$ cat config.mk
export PLATFORM = sky130hd
export DESIGN_NAME = fsih_hub
export DESIGN_NICKNAME = d
export VERILOG_FILES = /design/src/fsih_sticky.v /design/src/fsih_hub.v
export VERILOG_INCLUDE_DIRS = /design/src
export SDC_FILE = /design/constraint.sdc
export NUM_CORES = 1
export LEC_CHECK = 0
export BUFFER_PORTS_ARGS = -buffer_cell sky130_fd_sc_hd__buf_2
export CAP_MARGIN = 15
export CORE_AREA = 5 5 60 62
export DETAILED_ROUTE_END_ITERATION = 16
export DIE_AREA = 0 0 65 67
export HOLD_SLACK_MARGIN = 0.1
export MAX_ROUTING_LAYER = met4
export PLACE_DENSITY = 0.82
export SLEW_MARGIN = 15
export SYNTH_ARGS = -nofsm -noshare
export SYNTH_HDL_FRONTEND = slang
export SYNTH_SLANG_ARGS = --single-unit
$ cat constraint.sdc
create_clock -name clk -period 2.2 [get_ports clk]
set_input_delay 0.44 -clock clk [delete_from_list [all_inputs] [get_ports clk]]
set_output_delay 0.44 -clock clk [all_outputs]
set_load 0.01 [all_outputs]
$ cat src/fsih_defines.vh
`ifndef FSIH_DEFINES_VH
`define FSIH_DEFINES_VH

// register offsets on the serial control bus
`define FSIH_ADDR_BEST_EFFORT 8'h20
`define FSIH_ADDR_LOCKSTEP 8'h21
`define FSIH_ADDR_FWD_STATE 8'h22
`define FSIH_ADDR_IRQ_CTL 8'h23
`define FSIH_ADDR_IRQ_STS 8'h24

// best-effort forwarding control
`define FSIH_BE_OUT0_BIT 0
`define FSIH_BE_OUT1_BIT 1
`define FSIH_BE_RESET 2'h3

// lockstep mode fields
`define FSIH_LS_OUT0_LSB 2
`define FSIH_LS_OUT1_LSB 4
`define FSIH_LS_RESET 2'h0
`define FSIH_LS_OFF 2'h0
`define FSIH_LS_BASIC 2'h1
`define FSIH_LS_INTERLEAVE 2'h2
`define FSIH_LS_CONCAT 2'h3

// forwarding state flags
`define FSIH_FS_OK_LSB 0
`define FSIH_FS_LOST_LSB 2

// interrupt control and summary
`define FSIH_IRQ_GLOBAL_BIT 7
`define FSIH_IRQ_TX_LSB 4
`define FSIH_IRQ_RX_LSB 0
`define FSIH_IRQ_MASK_RESET 6'h00

`endif

$ cat src/fsih_sticky.v
`timescale 1ns/1ps
`default_nettype none

module fsih_sticky #(
    parameter W = 1
) (
    // clock and reset
    input wire clk,
    input wire rst_b,
    // set and clear strobes
    input wire [W-1:0] set,
    input wire [W-1:0] clr,
    // flags
    output wire [W-1:0] flag
);
    genvar i;
    generate
        for (i = 0; i < W; i = i + 1) begin : g_bit
            reg state;
            // set wins so an event in the clearing cycle is kept
            always @(posedge clk or negedge rst_b) begin
                if (!rst_b) begin
                    state <= 1'b0;
                end else if (set[i]) begin
                    state <= 1'b1;
                end else if (clr[i]) begin
                    state <= 1'b0;
                end
            end
            assign flag[i] = state;
        end
    endgenerate
endmodule // fsih_sticky

`default_nettype wire

$ cat src/fsih_hub.v
// Overview of operation
// - best-effort enable per output, resets to one
// - lockstep loss flag set after one good frame
// - loss flags clear on read, else stay
// - lockstep ok bit mirrors engine synchronized state
// - lockstep ok reads zero when mode off
// - global enable bit 7 gates interrupt output
// - source masks bits 5..0, reset zero
// - summary bit 7 is OR of masked pendings
// - summary bit ignores the global enable
// - transmitter pending clears on its event read
// - port pending clears on its status reads
// - lockstep mode code: off, basic, interleave, concat
`timescale 1ns/1ps
`default_nettype none
`include "fsih_defines.vh"

module fsih_hub (
    // clock and reset
    input wire clk,
    input wire rst_b,
    // register access from the serial control bus target
    input wire [7:0] reg_addr,
    input wire reg_wr,
    input wire reg_rd,
    input wire [7:0] reg_wdata,
    output reg [7:0] reg_rdata,
    // forwarding engine controls
    output wire out0_best_effort_en,
    output wire out1_best_effort_en,
    output wire [1:0] out0_lockstep_mode,
    output wire [1:0] out1_lockstep_mode,
    // forwarding engine status, index 0 is output port 0
    input wire [1:0] lockstep_active,
    input wire [1:0] lockstep_frame_done,
    input wire [1:0] lockstep_loss,
    // event sources and their clearing reads
    input wire [1:0] tx_event,
    input wire [1:0] tx_event_read,
    input wire [3:0] port_event,
    input wire [3:0] port_event_read,
    // interrupt toward the host controller
    output wire irq_out
);
    reg [1:0] best_effort;
    reg [3:0] lockstep;
    reg global_en;
    reg [5:0] src_mask;
    wire [1:0] armed;
    wire wr_be;
    wire wr_ls;
    wire wr_ctl;
    wire [5:0] masked;
    wire [5:0] pend_set;
    wire [5:0] pend_clr;
    wire [7:0] be_word;
    wire [7:0] ls_word;
    wire [7:0] state_word;
    wire [7:0] ctl_word;
    wire [7:0] sts_word;
    wire [1:0] mode_on;
    wire [1:0] lockstep_ok;
    wire [1:0] lost;
    wire [1:0] lost_set;
    wire [1:0] lost_clr;
    wire [5:0] pending;
    wire summary;
    wire rd_state;
    reg [7:0] next_rdata;

    assign out0_best_effort_en = best_effort[`FSIH_BE_OUT0_BIT];
    assign out1_best_effort_en = best_effort[`FSIH_BE_OUT1_BIT];
    assign out0_lockstep_mode = lockstep[`FSIH_LS_OUT0_LSB-2 +: 2];
    assign out1_lockstep_mode = lockstep[`FSIH_LS_OUT1_LSB-2 +: 2];

    // write strobes, one per writable register
    assign wr_be = reg_wr && (reg_addr == `FSIH_ADDR_BEST_EFFORT);
    assign wr_ls = reg_wr && (reg_addr == `FSIH_ADDR_LOCKSTEP);
    assign wr_ctl = reg_wr && (reg_addr == `FSIH_ADDR_IRQ_CTL);

    // the two modes are not interlocked; software keeps them exclusive
    // best-effort enables come out of reset on
    always @(posedge clk or negedge rst_b) begin
        if (!rst_b) begin
            best_effort <= `FSIH_BE_RESET;
        end else if (wr_be) begin
            best_effort <= reg_wdata[`FSIH_BE_OUT1_BIT:`FSIH_BE_OUT0_BIT];
        end
    end

    // lockstep mode codes for both outputs
    always @(posedge clk or negedge rst_b) begin
        if (!rst_b) begin
            lockstep <= {`FSIH_LS_RESET, `FSIH_LS_RESET};
        end else if (wr_ls) begin
            lockstep <= reg_wdata[`FSIH_LS_OUT1_LSB+1:`FSIH_LS_OUT0_LSB];
        end
    end

    // global enable kept apart from the masks so the summary never sees it
    always @(posedge clk or negedge rst_b) begin
        if (!rst_b) begin
            global_en <= 1'b0;
        end else if (wr_ctl) begin
            global_en <= reg_wdata[`FSIH_IRQ_GLOBAL_BIT];
        end
    end

    // per-source masks
    always @(posedge clk or negedge rst_b) begin
        if (!rst_b) begin
            src_mask <= `FSIH_IRQ_MASK_RESET;
        end else if (wr_ctl) begin
            src_mask <= reg_wdata[`FSIH_IRQ_TX_LSB+1:`FSIH_IRQ_RX_LSB];
        end
    end

    // per output port: mode decode, arming, ok bit and loss qualification
    genvar p;
    generate
        for (p = 0; p < 2; p = p + 1) begin : g_out
            wire [1:0] mode_sel;
            wire arm_next;
            reg arm_q;
            assign mode_sel = lockstep[2*p +: 2];
            assign mode_on[p] = (mode_sel != `FSIH_LS_OFF);
            // arming drops with the mode, so a re-enable needs a fresh good frame
            assign arm_next = mode_on[p] & (arm_q | lockstep_frame_done[p]);
            always @(posedge clk or negedge rst_b) begin
                if (!rst_b) begin
                    arm_q <= 1'b0;
                end else begin
                    arm_q <= arm_next;
                end
            end
            assign armed[p] = arm_q;
            assign lockstep_ok[p] = mode_on[p] & lockstep_active[p];
            assign lost_set[p] = lockstep_loss[p] & armed[p] & mode_on[p];
        end
    endgenerate

    assign rd_state = reg_rd && (reg_addr == `FSIH_ADDR_FWD_STATE);
    assign lost_clr = {2{rd_state}};

    fsih_sticky #(.W(2)) u_lost (
        .clk(clk),
        .rst_b(rst_b),
        .set(lost_set),
        .clr(lost_clr),
        .flag(lost)
    );

    // pendings clear only from the owning status reads, not the summary
    assign pend_set = {tx_event, port_event};
    assign pend_clr = {tx_event_read, port_event_read};
    fsih_sticky #(.W(6)) u_pending (
        .clk(clk),
        .rst_b(rst_b),
        .set(pend_set),
        .clr(pend_clr),
        .flag(pending)
    );

    // each source counts only through its own mask
    genvar s;
    generate
        for (s = 0; s < 6; s = s + 1) begin : g_src
            assign masked[s] = pending[s] & src_mask[s];
        end
    endgenerate
    assign summary = |masked;
    assign irq_out = global_en & summary;

    // read words, reserved bits tied low
    assign be_word = {6'h00, best_effort};
    assign ls_word = {2'h0, lockstep, 2'h0};
    assign state_word = {4'h0, lost, lockstep_ok};
    assign ctl_word = {global_en, 1'b0, src_mask};
    assign sts_word = {summary, 1'b0, pending};

    always @* begin
        next_rdata = 8'h00;
        case (reg_addr)
            `FSIH_ADDR_BEST_EFFORT: begin
                next_rdata = be_word;
            end
            `FSIH_ADDR_LOCKSTEP: begin
                next_rdata = ls_word;
            end
            `FSIH_ADDR_FWD_STATE: begin
                next_rdata = state_word;
            end
            `FSIH_ADDR_IRQ_CTL: begin
                next_rdata = ctl_word;
            end
            `FSIH_ADDR_IRQ_STS: begin
                next_rdata = sts_word;
            end
            default: begin
                next_rdata = 8'h00;
            end
        endcase
    end

    // read data is captured in the read cycle, so a clear-on-read shows the old flag
    always @(posedge clk or negedge rst_b) begin
        if (!rst_b) begin
            reg_rdata <= 8'h00;
        end else if (reg_rd) begin
            reg_rdata <= next_rdata;
        end
    end
endmodule // fsih_hub

`default_nettype wire

**Yosys cells after proc, flatten, opt, wreduce, memory -nomap -nowiden**

Cells that the tools add are included.

- Input bits: 38
- Output and inout port bits: 15
- Word-level logic and storage cells: 68
- Register bits: 31

- Bitwise operators: 17
- Mux-type cells: 16
- Reductions and logical operators: 15
- Equality and inequality tests: 5

Operators by type and width:

| cell | number |
|---|---|
| 8-bit by 6-bit == test with 1-bit output, second input constant | 5 |
| 8-bit case mux with 5 select lines | 1 |
| 2-bit nonzero test | 10 |
| 1-bit bitwise AND | 15 |
| 1-bit two-way mux | 15 |
| 6-bit OR reduction | 1 |
| 1-bit logical AND | 4 |
| 1-bit OR | 2 |

**Longest topological paths before layout**

- Depth in word-level cells: 4
- Mapped depth: 4
- Depth with buffers taken out: 3

**Modules after synthesis**

Synthesis repeated with hierarchy kept, for this count alone.

- Cell total of the unflattened synthesis: 139
- Area total of the unflattened synthesis: 1,616.6 um^2

Modules (own cells, without submodules):

| module | sequential area each (um^2) | instances | cells each | area each (um^2) |
|---|---|---|---|---|
| fsih_hub | 553.0 | 1 | 107 | 1,266.2 |
| fsih_sticky at u_pending | 150.1 | 1 | 24 | 262.8 |
| fsih_sticky at u_lost | 50.0 | 1 | 8 | 87.6 |

**Least setup slack after synthesis**

Ideal clock, no wire load.

- Path kind: input to register
- Start: input reg_addr[7]
- End: register u_lost.g_bit[0].state
- Data arrival time: 1.412 ns
- Path slack: 0.667 ns
- Buffers on the path: 0
- Data required time: 2.079 ns
- Setup time: 0.121 ns
- Stages on the path: 3
- Cells stage by stage: or4b_1 -> or3_1 -> o2bb2ai_1

- Cells in the longest elaborated chain, start to end: 3

RTL lines:

| what | RTL line | text |
|---|---|---|
| from (decl) | fsih_hub.v:23 | `input wire [7:0] reg_addr,` |
| 8-bit by 6-bit == test with 1-bit output | -- |  |
| 1-bit logical AND | fsih_hub.v:142 | `` assign rd_state = reg_rd && (reg_addr == `FSIH_ADDR_FWD_STATE); `` |
| 2-bit nonzero test (no source line) | -- |  |
| to (signal assigned) | fsih_sticky.v:23 | `state <= 1'b0;` |
| to (signal assigned) | fsih_sticky.v:25 | `state <= 1'b1;` |
| to (signal assigned) | fsih_sticky.v:27 | `state <= 1'b0;` |
| to (decl) | fsih_sticky.v:19 | `reg state;` |

No other way between the ends.
A chain may end at the register's enable or synchronous reset.

**Worst setup path after layout**

- Start: register src_mask[3]
- End: output irq_out

- Cells in the longest elaborated chain, start to end: 3

RTL lines:

| what | RTL line | text |
|---|---|---|
| from (decl) | fsih_hub.v:48 | `reg [5:0] src_mask;` |
| from (signal assigned) | fsih_hub.v:112 | `` src_mask <= `FSIH_IRQ_MASK_RESET; `` |
| from (signal assigned) | fsih_hub.v:114 | `` src_mask <= reg_wdata[`FSIH_IRQ_TX_LSB+1:`FSIH_IRQ_RX_LSB]; `` |
| 1-bit bitwise AND | fsih_hub.v:168 | `assign masked[s] = pending[s] & src_mask[s];` |
| 6-bit OR reduction | fsih_hub.v:171 | `assign summary = \|masked;` |
| 1-bit bitwise AND | fsih_hub.v:172 | `assign irq_out = global_en & summary;` |
| to (decl) | fsih_hub.v:43 | `output wire irq_out` |

No other way between the ends.

==> flow_summary.json <==
{
  "gp_routability_congestion": 0.830,
  "dominantRegCellSynth": "dfrtp_1",
  "post_route_cells_drive_above_1_share_pct": 44.0,
  "worstSetupEndpointType": "output pin",
  "critPathLaunchType": "flip-flop",
  "path_buf_inv": 1,
  "syn-num-nets": 167,
  "ant_nets": 0,
  "clk_latency_ps": 330,
  "fraction_of_the_cycle_the_final_worst_path_needs_pct": 83.6,
  "synth_area_leaders": "dfrtp_1 47%, mux2_2 11%, dfstp_2 3.5%, a21o_1 3.0%, nor4bb_1 2.7%",
  "cp.required_ps": 1760,
  "grt_pass1_wl_mm": 5.47,
  "port_buffers": 50,
  "gr-max-usage-layer": "met2",
  "final.hold.worst_slack_ps": 125,
  "hpwlAfterDp_mm": 2.68,
  "final_core_util_pct": 61.2,
  "chipWidth_um": 65,
  "fmaxAchievable_mhz": 544,
  "critical-path-top-delay-family": "flip-flops",
  "routed_via_density": 5.66,
  "groute.layer.met2.usage_pct": 26.3,
  "final_period_minus_worst_setup_slack_ps": 1840,
  "min-delay-path-class": "in2async",
  "wl_mm": 3.49,
  "clock_tree.buffer_depth": 2,
  "cts_max_level": 2,
  "die_h_um": 67,
  "grtUsageTotal_pct": 17.5,
  "holdBufCountCts": 0,
  "slew_headroom_pct": 56.8,
  "grt_setup_unrepaired": "false",
  "power.density_nw_per_um2": 582,
  "use_met3_pct": 6.58,
  "die_area_um2": 4360,
  "cp_slowest_stage_delay_ps": 400,
  "numClockSinks": 30,
  "commonest_cells_post_synth": "28 x dfrtp_1, 15 x mux2_2, 10 x inv_1",
  "yosys_register_bits": 30,
  "syn_to_final_growth_pct": 22.9,
  "critical_path.endpoint": "irq_out",
  "nets": 221,
  "cp-startpoint": "src_mask[3]",
  "antenna_violations_before_repair": 0,
  "hold_violations": 0,
  "syn-instance-count": 129,
  "dpl-instance-area_um2": 1760,
  "tightest_slew_ps": 647,
  "slew_violations": 0,
  "ys_warns": 0,
  "path_class": "reg2out",
  "global_route.usage.met1_pct": 21.2,
  "cp_slowest_cell": "dfrtp_1",
  "antennaDiodeCount": 0,
  "yosys.cell_count.top_type": "dfrtp_1",
  "reg2reg_setup_slack_ps": 820,
  "cp.depth": 4,
  "yosysUniqueCellTypes": 36,
  "maximum_ir_drop_on_the_vdd_rail_mv": 0.367,
  "synth_edf_count": 0,
  "clock_transition_at_the_registers_of_the_reported_paths_ps": 90,
  "globalRouteOverflowTotal": 0,
  "synth.cell_area_um2": 1480,
  "worst_ep_arrival_time_ps": 1400,
  "design_area_um2": 1820,
  "cts.repair.resized": 0,
  "route.detailed.wl_per_inst_um": 16.1,
  "finalSetupViolations": 0,
  "timing.max_cap.violations": 0,
  "regToRegStartpoint": "best_effort[0]",
  "worst-r2r-cell-count": 3,
  "synth_top_area_share_pct": 47.3,
  "p_leak_nw": 0.936,
  "p_total_mw": 1.06,
  "cts_tree": "built",
  "synth_area_leader_cell": "dfrtp_1",
  "cts_made_buffers": 5,
  "initial_core_util_pct": 49.8,
  "timing.rr.end": "reg_rdata[0]",
  "drc_errors": 0,
  "sequential_share_of_the_synthesized_area_pct": 50.8,
  "finalClockSkew_ps": 5.07,
  "worstPathMaxFanout": 3,
  "finalSetupTns_ps": 0,
  "first_iter_violations": 48,
  "drt_pass1_iterations": 8,
  "clock_tree.root_cell": "clkbuf_4",
  "placeableCoreArea_um2": 2980,
  "vias": 1228,
  "floorplan.rows": 20,
  "mean_cell_area_of_the_mapped_netlist_um2": 11.5,
  "outcome": "complete, no violations",
  "cts.repair_timing.setup_buffer_count": 0,
  "grt_start_max_net_pins": 31,
  "grt_pass1_vias": 1134,
  "timing.critical_path.cells": "a22oi_1, nand3_1, and2_1, buf_2",
  "boundaryPins": 53,
  "synthArstFlopShare_pct": 100
}
[worst min path at each step]
stage	end	from	depth (start not counted)	slack [ps]
global placement	u_pending.g_bit[5].state	rst_b	1	480
global route	u_pending.g_bit[4].state	rst_b	1	170
floorplan	g_out[0].arm_q	rst_b	0	140
CTS	src_mask[1]	rst_b	1	150
detailed placement	u_lost.g_bit[0].state	u_lost.g_bit[0].state	1	480
finish	u_pending.g_bit[4].state	rst_b	1	120
[state kept, by name, summed over array words and instances (netlist names)]
name / flops
best_effort: 2
g_out.arm_q: 2
global_en: 1
lockstep: 4
reg_rdata: 7
src_mask: 6
u_lost.g_bit.state: 2
u_pending.g_bit.state: 6
[per-stage QoR]
| step | worst slack [ps] | std cells |
|---|---|---|
| finish | 361 | 217 |
| global route | 301 | 217 |
| CTS | 357 | 217 |
| detailed placement | 331 | 209 |
| global placement | 419 | 209 |
| floorplan | 667 | 129 |
[per-layer routing]
metal	wire length [um]	vias to the layer above	share of wire (%)
met3	299	8	8.6
met5	0	-	0
met4	69	0	2.0
met1	1440	569	41
li1	-	586	-
met2	1680	65	48
[where the power goes]
| part | total, mW | leakage, nW | switching (mW) | internal, mW |
|---|---|---|---|---|
| Clock | 0.334 | 0.0353 | 0.180 | 0.154 |
| Combinational | 0.129 | 0.510 | 0.0651 | 0.0638 |
| Sequential | 0.596 | 0.390 | 0.0204 | 0.576 |
| Total | 1.06 | 0.936 | 0.265 | 0.794 |
[layout by cell type, fill, tap and decap left out, types with 2 or more instances in the layout]
cell type,synthesis,final
and2b_1,3,3
clkbuf_4,0,5
o211ai_1,2,2
nor2_1,8,8
and2_1,3,3
o21ai_0,3,3
or3b_2,3,3
o221ai_1,2,2
nand3_1,5,5
a211oi_1,2,2
and4_1,2,2
a21o_1,6,6
a221o_1,3,3
dfrtp_1,28,28
nand2b_1,3,3
a22oi_1,3,3
o2bb2ai_1,2,2
inv_1,10,10
o22ai_1,2,2
nand2_1,2,2
a32oi_1,2,2
buf_2,1,50
dfstp_2,2,2
mux2_2,15,15
nor4bb_1,4,4
[kinds of logic after synthesis]
| logic type | after synthesis | share of synthesized area, % |
|---|---|---|
| muxes | 15 | 11.4 |
| and+or+nand+nor | 42 | 19.7 |
| AOI/OAI and AO/OA | 27 | 14.0 |
| buffers and inverters | 14 | 3.88 |
| other | 1 | 0.253 |
| DFF | 30 | 50.8 |
[final cells by class]
class	count	area (um^2)
Clock buffer	7	55.1
Clock inverter	1	5.00
Fill cell	254	1160
Inverter	10	37.5
Multi-Input combinational cell	85	672
Sequential cell	30	753
Tap cell	33	41.3
Timing Repair Buffer	51	258
Power figures use the tool's default switching activity.
